**src/core/dbgp_consts.svh**
```systemverilog
`ifndef DBGP_CONSTS_SVH
`define DBGP_CONSTS_SVH

// Register placement inside the controller's memory space
`define DBGP_CS_OFFSET   8'hA0
`define DBGP_CS_RESET    32'h0000_0000

// Field positions of the control/status word
`define DBGP_OWNER_BIT   30
`define DBGP_ENABLE_BIT  28
`define DBGP_DONE_BIT    16
`define DBGP_LINK_MSB    15
`define DBGP_LINK_LSB    12
`define DBGP_RSVD11_BIT  11
`define DBGP_CLAIM_BIT   10
`define DBGP_EXC_MSB     9
`define DBGP_EXC_LSB     7
`define DBGP_ERR_BIT     6
`define DBGP_GO_BIT      5
`define DBGP_WRITE_BIT   4
`define DBGP_LEN_MSB     3
`define DBGP_LEN_LSB     0

// Field reset values
`define DBGP_LEN_RESET   4'h0
`define DBGP_EXC_RESET   3'h0

// Power state codes
`define DBGP_PWR_D0      2'h0
`define DBGP_PWR_D3      2'h3

`endif

```
**src/core/dbgp_pkg.sv**
```systemverilog
package dbgp_pkg;

  typedef logic [31:0] word_t;

  typedef enum logic [1:0] {
    REQ_IDLE = 2'b01,
    REQ_BUSY = 2'b10
  } req_state_t;

  typedef struct packed {
    logic       owner_force;
    logic       claim;
    logic       done;
    logic       go;
    logic       write_dir;
    logic [3:0] data_len;
    logic       err;
    logic [2:0] exc;
    req_state_t req_state;
    logic [1:0] pwr_prev;
    word_t      rdata;
    logic       rvalid;
    logic       route;
    logic       req_start;
  } cs_state_t;

  typedef struct packed {
    logic enable;
  } track_state_t;

endpackage

```
**src/core/dbgp_if.sv**
```systemverilog
`timescale 1ns/1ps

interface dbgp_if;
  logic ce;
  logic clear;
  logic sw_wr;
  logic sw_val;
  logic root_enabled;
  logic root_change;
  logic enable_flag;

  modport ctrl (
    output ce,
    output clear,
    output sw_wr,
    output sw_val,
    output root_enabled,
    output root_change,
    input  enable_flag
  );

  modport track (
    input  ce,
    input  clear,
    input  sw_wr,
    input  sw_val,
    input  root_enabled,
    input  root_change,
    output enable_flag
  );
endinterface

```
**src/core/dbgp_enable_track.sv**
```systemverilog
`timescale 1ns/1ps

module dbgp_enable_track (
  input wire logic CORE_CLK,
  input wire logic SRST,
  dbgp_if.track    trk
);

  dbgp_pkg::track_state_t st_ff;
  dbgp_pkg::track_state_t nxt_st;

  always_comb begin
    nxt_st = st_ff;
    if (trk.sw_wr) begin
      if (!trk.sw_val) begin
        nxt_st.enable = 1'b0;
      end else if (trk.root_enabled) begin
        nxt_st.enable = 1'b1;
      end
    end
    // A disable event on the root port outranks a same-cycle software set
    if (trk.root_change) begin
      nxt_st.enable = 1'b0;
    end
    if (trk.clear) begin
      nxt_st.enable = 1'b0;
    end
  end

  always_ff @(posedge CORE_CLK) begin
    if (SRST) begin
      st_ff <= '0;
    end else if (trk.ce) begin
      st_ff <= nxt_st;
    end
  end

  assign trk.enable_flag = st_ff.enable;

endmodule // dbgp_enable_track

```
**src/core/dbgp_ctrl_status.sv**
```systemverilog
// Notes on behaviour
// - Bus reset, controller reset and D3-to-D0 return restore every field default.
// - Illegal programming by software is neither checked nor handled.
// - Control word is 32 bits and reads zero after reset except the fixed link type field.
// - Setting ownership force routes the debug port to this controller at once.
// - If this controller already owns the port, forcing changes nothing.
// - Ownership force beats every ownership setting in standard registers.
// - Enable flag clears when software writes zero; resets to zero.
// - Enable flag clears whenever the root port enable-change would be set.
// - Software set of the enable flag works only while the root port is enabled.
// - Request-complete flag sets when a debug read or write finishes.
// - Request-complete flag clears on software write of one, and on any reset or D3-to-D0 return.
// - Link type field is read-only and returns a fixed debug port code.
// - Bit 11 always reads zero; writes to it are ignored.
// - Claim flag is plain storage with no hardware effect; zero after reset.
// - Writing one to the request trigger starts a debug transaction.
// - Request trigger clears in the same cycle request-complete sets.
`timescale 1ns/1ps
`include "dbgp_consts.svh"

module dbgp_ctrl_status #(
  parameter int unsigned ADDR_W         = 8,
  // Link type code value is arbitrary
  parameter logic [3:0]  LINK_TYPE_CODE = 4'hA
) (
  input  wire logic              CORE_CLK,
  input  wire logic              SRST,
  input  wire logic              CE,
  input  wire logic              PCI_BUS_RESET_N,
  input  wire logic              HOST_CONTROLLER_RESET,
  input  wire logic [1:0]        POWER_STATE,
  input  wire logic              REG_WR,
  input  wire logic              REG_RD,
  input  wire logic [ADDR_W-1:0] REG_ADDR,
  input  wire logic [31:0]       REG_WDATA,
  output logic      [31:0]       REG_RDATA,
  output logic                   REG_RVALID,
  input  wire logic              ROOT_PORT_ENABLED,
  input  wire logic              ROOT_PORT_ENABLE_CHANGE,
  input  wire logic              STD_OWNER_ENHANCED,
  output logic                   ROUTE_TO_ENHANCED,
  output logic                   DEBUG_PORT_ENABLE,
  output logic                   REQ_START,
  output logic                   REQ_WRITE,
  output logic      [3:0]        REQ_LEN,
  input  wire logic              REQ_DONE,
  input  wire logic              REQ_ERROR,
  input  wire logic [2:0]        REQ_EXCEPTION,
  input  wire logic [3:0]        REQ_RD_LEN
);

  if (ADDR_W < 8) begin : g_addr_check
    $error("ADDR_W too narrow to reach the control word offset");
  end

  localparam logic [ADDR_W-1:0] CS_ADDR = ADDR_W'(`DBGP_CS_OFFSET);

  dbgp_pkg::cs_state_t st_ff;
  dbgp_pkg::cs_state_t nxt_st;

  dbgp_if link ();

  logic soft_clear;
  logic d3_to_d0;
  logic cs_hit_wr;
  logic cs_hit_rd;
  logic go_write;
  logic finish;

  // Assemble the readable control word from the stored fields
  function automatic dbgp_pkg::word_t compose(
    input dbgp_pkg::cs_state_t s,
    input logic                en
  );
    dbgp_pkg::word_t w;
    w                                   = `DBGP_CS_RESET;
    w[`DBGP_OWNER_BIT]                  = s.owner_force;
    w[`DBGP_ENABLE_BIT]                 = en;
    w[`DBGP_DONE_BIT]                   = s.done;
    w[`DBGP_LINK_MSB:`DBGP_LINK_LSB]    = LINK_TYPE_CODE;
    w[`DBGP_RSVD11_BIT]                 = 1'b0;
    w[`DBGP_CLAIM_BIT]                  = s.claim;
    w[`DBGP_EXC_MSB:`DBGP_EXC_LSB]      = s.exc;
    w[`DBGP_ERR_BIT]                    = s.err;
    w[`DBGP_GO_BIT]                     = s.go;
    w[`DBGP_WRITE_BIT]                  = s.write_dir;
    w[`DBGP_LEN_MSB:`DBGP_LEN_LSB]      = s.data_len;
    return w;
  endfunction

  // Power state return from D3 counts as a reset of this register
  assign d3_to_d0   = (st_ff.pwr_prev == `DBGP_PWR_D3) && (POWER_STATE == `DBGP_PWR_D0);

  assign soft_clear = !PCI_BUS_RESET_N || HOST_CONTROLLER_RESET || d3_to_d0;

  assign cs_hit_wr  = REG_WR && (REG_ADDR == CS_ADDR);
  assign cs_hit_rd  = REG_RD && (REG_ADDR == CS_ADDR);

  // Trigger write is ignored while a request is already busy; such use is undefined
  assign go_write   = cs_hit_wr && REG_WDATA[`DBGP_GO_BIT];

  assign finish     = REQ_DONE && (st_ff.req_state == dbgp_pkg::REQ_BUSY);

  // Enable flag bookkeeping lives in the tracker
  assign link.ce           = CE;
  assign link.clear        = soft_clear;
  assign link.sw_wr        = cs_hit_wr;
  assign link.sw_val       = REG_WDATA[`DBGP_ENABLE_BIT];
  assign link.root_enabled = ROOT_PORT_ENABLED;
  assign link.root_change  = ROOT_PORT_ENABLE_CHANGE;

  dbgp_enable_track u_track (
    .CORE_CLK (CORE_CLK),
    .SRST     (SRST),
    .trk      (link)
  );

  always_comb begin
    nxt_st           = st_ff;
    nxt_st.pwr_prev  = POWER_STATE;
    nxt_st.req_start = 1'b0;
    nxt_st.rvalid    = 1'b0;

    // Software writes to the writable fields
    if (cs_hit_wr) begin
      nxt_st.owner_force = REG_WDATA[`DBGP_OWNER_BIT];
      nxt_st.claim       = REG_WDATA[`DBGP_CLAIM_BIT];
      nxt_st.write_dir   = REG_WDATA[`DBGP_WRITE_BIT];
      nxt_st.data_len    = REG_WDATA[`DBGP_LEN_MSB:`DBGP_LEN_LSB];
      if (REG_WDATA[`DBGP_DONE_BIT]) begin
        nxt_st.done = 1'b0;
      end
    end

    unique case (st_ff.req_state)
      dbgp_pkg::REQ_IDLE: begin
        if (go_write) begin
          nxt_st.go        = 1'b1;
          nxt_st.req_start = 1'b1;
          nxt_st.req_state = dbgp_pkg::REQ_BUSY;
        end
      end
      dbgp_pkg::REQ_BUSY: begin
        if (finish) begin
          // Completion outranks a same-cycle clear of the complete flag
          nxt_st.done      = 1'b1;
          nxt_st.go        = 1'b0;
          nxt_st.err       = REQ_ERROR;
          nxt_st.exc       = REQ_EXCEPTION;
          nxt_st.req_state = dbgp_pkg::REQ_IDLE;
          if (!st_ff.write_dir) begin
            nxt_st.data_len = REQ_RD_LEN;
          end
        end
      end
    endcase

    // Force overrides the standard ownership bits; already-owned stays owned
    nxt_st.route = nxt_st.owner_force || STD_OWNER_ENHANCED;

    if (cs_hit_rd) begin
      nxt_st.rdata  = compose(st_ff, link.enable_flag);
      nxt_st.rvalid = 1'b1;
    end else if (REG_RD) begin
      // Other offsets belong to neighbouring registers; answer zero
      nxt_st.rdata  = `DBGP_CS_RESET;
      nxt_st.rvalid = 1'b1;
    end

    if (soft_clear) begin
      nxt_st.owner_force = 1'b0;
      nxt_st.claim       = 1'b0;
      nxt_st.done        = 1'b0;
      nxt_st.go          = 1'b0;
      nxt_st.write_dir   = 1'b0;
      nxt_st.data_len    = `DBGP_LEN_RESET;
      nxt_st.err         = 1'b0;
      nxt_st.exc         = `DBGP_EXC_RESET;
      nxt_st.req_state   = dbgp_pkg::REQ_IDLE;
      nxt_st.req_start   = 1'b0;
      nxt_st.route       = STD_OWNER_ENHANCED;
    end
  end

  always_ff @(posedge CORE_CLK) begin
    if (SRST) begin
      st_ff.owner_force <= 1'b0;
      st_ff.claim       <= 1'b0;
      st_ff.done        <= 1'b0;
      st_ff.go          <= 1'b0;
      st_ff.write_dir   <= 1'b0;
      st_ff.data_len    <= `DBGP_LEN_RESET;
      st_ff.err         <= 1'b0;
      st_ff.exc         <= `DBGP_EXC_RESET;
      st_ff.req_state   <= dbgp_pkg::REQ_IDLE;
      st_ff.pwr_prev    <= `DBGP_PWR_D0;
      st_ff.rdata       <= `DBGP_CS_RESET;
      st_ff.rvalid      <= 1'b0;
      st_ff.route       <= 1'b0;
      st_ff.req_start   <= 1'b0;
    end else if (CE) begin
      st_ff <= nxt_st;
    end
  end

  assign REG_RDATA         = st_ff.rdata;
  assign REG_RVALID        = st_ff.rvalid;
  assign ROUTE_TO_ENHANCED = st_ff.route;
  assign DEBUG_PORT_ENABLE = link.enable_flag;
  assign REQ_START         = st_ff.req_start;
  assign REQ_WRITE         = st_ff.write_dir;
  assign REQ_LEN           = st_ff.data_len;

endmodule // dbgp_ctrl_status

```
**config.mk**
```make
export PLATFORM = sky130hd
export DESIGN_NAME = dbgp_ctrl_status
export DESIGN_NICKNAME = d
export VERILOG_FILES = /design/src/core/dbgp_pkg.sv /design/src/core/dbgp_if.sv /design/src/core/dbgp_enable_track.sv /design/src/core/dbgp_ctrl_status.sv
export VERILOG_INCLUDE_DIRS = /design/src /design/src/core
export SDC_FILE = /design/constraint.sdc
export NUM_CORES = 1
export LEC_CHECK = 0
export BUFFER_PORTS_ARGS = -buffer_cell sky130_fd_sc_hd__clkbuf_2
export CAP_MARGIN = 10
export CORE_MARGIN = 2
export CORE_UTILIZATION = 44
export DETAILED_ROUTE_END_ITERATION = 10
export PLACE_DENSITY = 0.91
export SLEW_MARGIN = 25
export SYNTH_ARGS = -nofsm -noshare
export SYNTH_HDL_FRONTEND = slang
export SYNTH_SLANG_ARGS = --single-unit
```
**constraint.sdc**
```tcl
create_clock -name CORE_CLK -period 2.2 [get_ports CORE_CLK]
set_clock_uncertainty 0.2 [all_clocks]
set_input_delay 0.33 -clock CORE_CLK [delete_from_list [all_inputs] [get_ports CORE_CLK]]
set_output_delay 0.33 -clock CORE_CLK [all_outputs]
set_load 0.03 [all_outputs]
```
### Yosys cells after proc, flatten, opt, wreduce, memory -nomap -nowiden

Index checks and enable logic that the tools add are counted.

* eq/ne operators: 7
* mux-type cells: 23
* reduce and logical (&&, ||, !) cells: 20

Operator list (number)
* $mux W33: 2
* $mux W15: 1
* $mux W1: 10
* $mux W10: 1
* $reduce_and A3 Y1: 3
* $eq A8 B8 Y1 const B: 1
* $mux W8: 1
* $reduce_bool A2 Y1: 4
* $mux W2: 3
* $ne A3 B3 Y1 const B: 2
* $logic_and A1 B1 Y1: 5
* $mux W5: 1
* $eq A2 B2 Y1 const B: 2
* $mux W4: 1
* $ne A4 B1 Y1 const B: 1
* $pmux W2 S2: 1
* $reduce_and A2 Y1: 2
* $logic_or A1 B1 Y1: 3
* $mux W3: 1
* $reduce_bool A3 Y1: 1
* $eq A2 B1 Y1 const B: 1
* $logic_not A2 Y1: 1
* $pmux W1 S2: 1
* $logic_not A1 Y1: 1

* register bits after elaboration: 53
* input bits: 61
* output and inout bits: 41
* word-level logic and storage cells: 65

### Depth between registers and ports, before layout

* word-level depth: 7
* gate-level depth with buffers: 6
* mapped depth without buffers: 4

### Hierarchy

Synthesis repeated with hierarchy kept, for this count alone.

* cells, all modules: 203
* area, all modules: 1840.5 um2

Modules (own cells, without submodules)
* dbgp_ctrl_status: instances 1, cells an instance 197, area an instance 1789.2 um2, sequential area each 680.7 um2
* dbgp_enable_track: instances 1, cells an instance 6, area an instance 51.3 um2, sequential area each 20.0 um2

### Worst setup path before layout

No wires, ideal clock.

* kind: input -> register
* start point: input port REG_ADDR[1]
* end point: register st_ff (netlist bit ROUTE_TO_ENHANCED)
* data arrival time: 1601 ps
* path slack: 308 ps
* cell stages on the path: 5
* buffers on the path: 1
* path through: nor4b_1 -> and3_1 -> buf_4 -> mux2_2 -> a311oi_1

* cells in the longest elaborated chain, start to end: 5

RTL lines
* start, declared: line dbgp_ctrl_status.sv:34 `input wire logic [ADDR_W-1:0] REG_ADDR,`
* $eq A8 B8 Y1: line dbgp_ctrl_status.sv:96 `assign cs_hit_wr = REG_WR && (REG_ADDR == CS_ADDR);`
* $logic_and A1 B1 Y1: line dbgp_ctrl_status.sv:96
* $mux W3: line dbgp_ctrl_status.sv:125 `if (cs_hit_wr) begin`
* $logic_or A1 B1 Y1: line dbgp_ctrl_status.sv:159 `nxt_st.route = nxt_st.owner_force || STD_OWNER_ENHANCED;`
* $mux W2: line dbgp_ctrl_status.sv:170 `if (soft_clear) begin`
* end signal, assigned: line dbgp_ctrl_status.sv:202 `st_ff <= nxt_st;`
* end, declared: line dbgp_ctrl_status.sv:58 `dbgp_pkg::cs_state_t st_ff;`

No other way between the ends. The select of a mux whose other input is x is not followed.
A chain may end at the register's enable or synchronous reset.

==> metrics <==
Fmax 530.5 MHz; synthesized area 1863 um^2; vias per cell 5.336; crit share post-route 0.8568; Initial Utilization 0.4624; element type at the critical path end flop; R2R setup slack about 0.32 ns; Core Box Area 4029 um^2; Overflow after GRT 0; EDFF count, synth 0; synth top area cells dfxtp_1 38%, buf_4 15%, a22oi_1 5.6%, nor2_1 4.2%, a21oi_1 2.4%; CTS tree done; clk buf depth 2; pre-CTS setup slack 0.1213 ns; CP arrival 1.87 ns; Syn. warnings 0; Clock transition at path regs 0.07 ns; worst r2r src st_ff[48]; first-pass GRT wire length 7093 um; htree depth 2; RR Endpoint REQ_LEN[2]; Sink Count 35; crit-path max FO 11; Leakage 0.9492 nW; final worst slack 0.3150 ns; Netlist cell types 46; Post-synth top flop dfxtp_1; Vias 1638; Die Wd 69.07 um; Worst Reg2Reg Path Length in Cells 4; multi-input combinational cell area 850.8 um^2; Crit-path slowest cell dfxtp_1; CTS resizes 0; CP cell instances and3b_1 > nor2b_4 > or2b_1 > a32o_1; TNS Setup 0 ns; fillers 400; Min-Delay Path Class in -> reg; number of setup buffers added after CTS 0; initial antenna violation count 0; synthesis-stage register bit count 35; Final nets 317; max-slew violation count 0; Post-DRT Antenna Nets 0; synthesis-to-layout area growth 13.70%; Placer Congestion 0.8658; crit path from st_ff[48]; RSZ-0062 raised after global routing false; number of port buffers 63; power per cell area 659.3 nW/um^2; Worst IR Drop VDD 452.9 uV; Final min period approximately 1.9 ns; Die Footprint 4771 um^2; Worst setup SP type flop; commonest cells after routing, fill and taps aside 63 x clkbuf_2, 35 x dfxtp_1, 21 x nor2_1; hpwl dp 3254 um; # diodes 0; total CTS buffers 5; Max Cap Violations 0; vias in the first global route roughly 1500; setup violators final 0; Synth top area share 0.3761; layout cell share with drive strength beyond 1 0.3307; most common cell after layout, fill and taps aside clkbuf_2; CTS Hold Bufs 0; WL final 4263 um; Avg Cell Area, Syn 8.747 um^2; CP max stage delay 0.38 ns; crit path to REQ_LEN[2]; outcome completed; Die H 69.07 um; Rows 23; Root Driver clkbuf_8; critical path class reg -> reg; area leader, netlist dfxtp_1; GR Util All Layers 0.1827; wire per inst 13.89 um; asr flop ratio synth 0; num ports between 100 and 150; Mapped Cells 213; Crit path required time 2.18 ns; First DRT Iteration DRCs 88; drt drc 0; hold violation total from the final report 0; DRT Pass-1 Iters 4; Power, Total 1.397 mW; sequential area share after synthesis 0.3761; worst skew pair latency 0.28 ns; largest net degree at the start of global routing 21; FF+latch area 700.7 um^2
-- metal layers --
metal	routed length, um	global-route usage	vias up
met3	265	0.05994	7
li1	-	-	793
met5	0	0	-
met2	2151	0.3013	61
met4	59	0.05882	0
met1	1786	0.2243	777
-- final cells by class --
cell class              count  share of cell area
inverters                   7             0.01240
multi-input cells         138              0.4017
well taps                  50             0.02953
flip-flops and latches     35              0.3308
clock inverters             2             0.01654
repair buffers             69              0.1701
clock buffers               6             0.03898
-- synth_stat cells, drive strengths merged, types with 5 or more instances --
master and number:
nor2b 7, inv 7, nand2b 6, clkbuf 5
nor2 22, nand4 6, buf 43, nand2 9
dfxtp 35, a22oi 14, a21oi 9, nand3 5
-- flip-flops by register name (all words and copies together), names as in the netlist --
signal                   count
REG_RVALID                   1
REQ_WRITE                    1
REQ_START                    1
REQ_LEN                      4
ROUTE_TO_ENHANCED            1
REG_RDATA                   15
u_track.trk.enable_flag      1
st_ff                       11
-- worst max-delay path: cells and delay by family, from the launching register on --
kind            cells  cell delay [ns]
simple gates        3             0.97
flops               1             0.38
compound gates      1             0.24
-- how the worst min path moves through the flow --
stage,start,endpoint,slack [ns],depth (start not counted)
after floorplan,st_ff[39],st_ff[39],0.23,2
final,REG_WDATA[4],REQ_WRITE,0.09,3
after CTS,REG_WDATA[4],REQ_WRITE,0.08,3
after global routing,REQ_EXCEPTION[1],st_ff[40],0.09,3
after detailed placement,st_ff[42],st_ff[42],0.25,2
after global placement,st_ff[40],st_ff[40],0.24,2
-- cells by family (layout without fill, tap and decap cells) --
| family | Yosys count | count (layout) | share of synthesized area |
|---|---|---|---|
| simple gates | 70 | 70 | 0.2109 |
| flops | 35 | 35 | 0.3761 |
| buf+inv | 55 | 84 | 0.1974 |
| other cells | 1 | 16 | 0.002013 |
| compound gates | 49 | 49 | 0.1968 |
| mux | 3 | 3 | 0.01679 |
-- per-stage QoR --
stage          hold slack, ns  instance area, um^2  instances    util
3_5_place_dp           0.2479                 2001        299  0.4966
6_report              0.09361                 2118        307  0.5258
4_1_cts               0.08484                 2118        307  0.5258
2_1_floorplan          0.2316                 1919        228       -
3_3_place_gp           0.2420                 2001        299  0.4966
5_1_grt               0.08903                 2118        307  0.5258
-- power breakdown --
part	internal [mW]	switching [mW]
Combinational	0.0511	0.105
Sequential	0.641	0.00529
Clock	0.366	0.228
No activity file was read; power rests on OpenSTA's default activity.
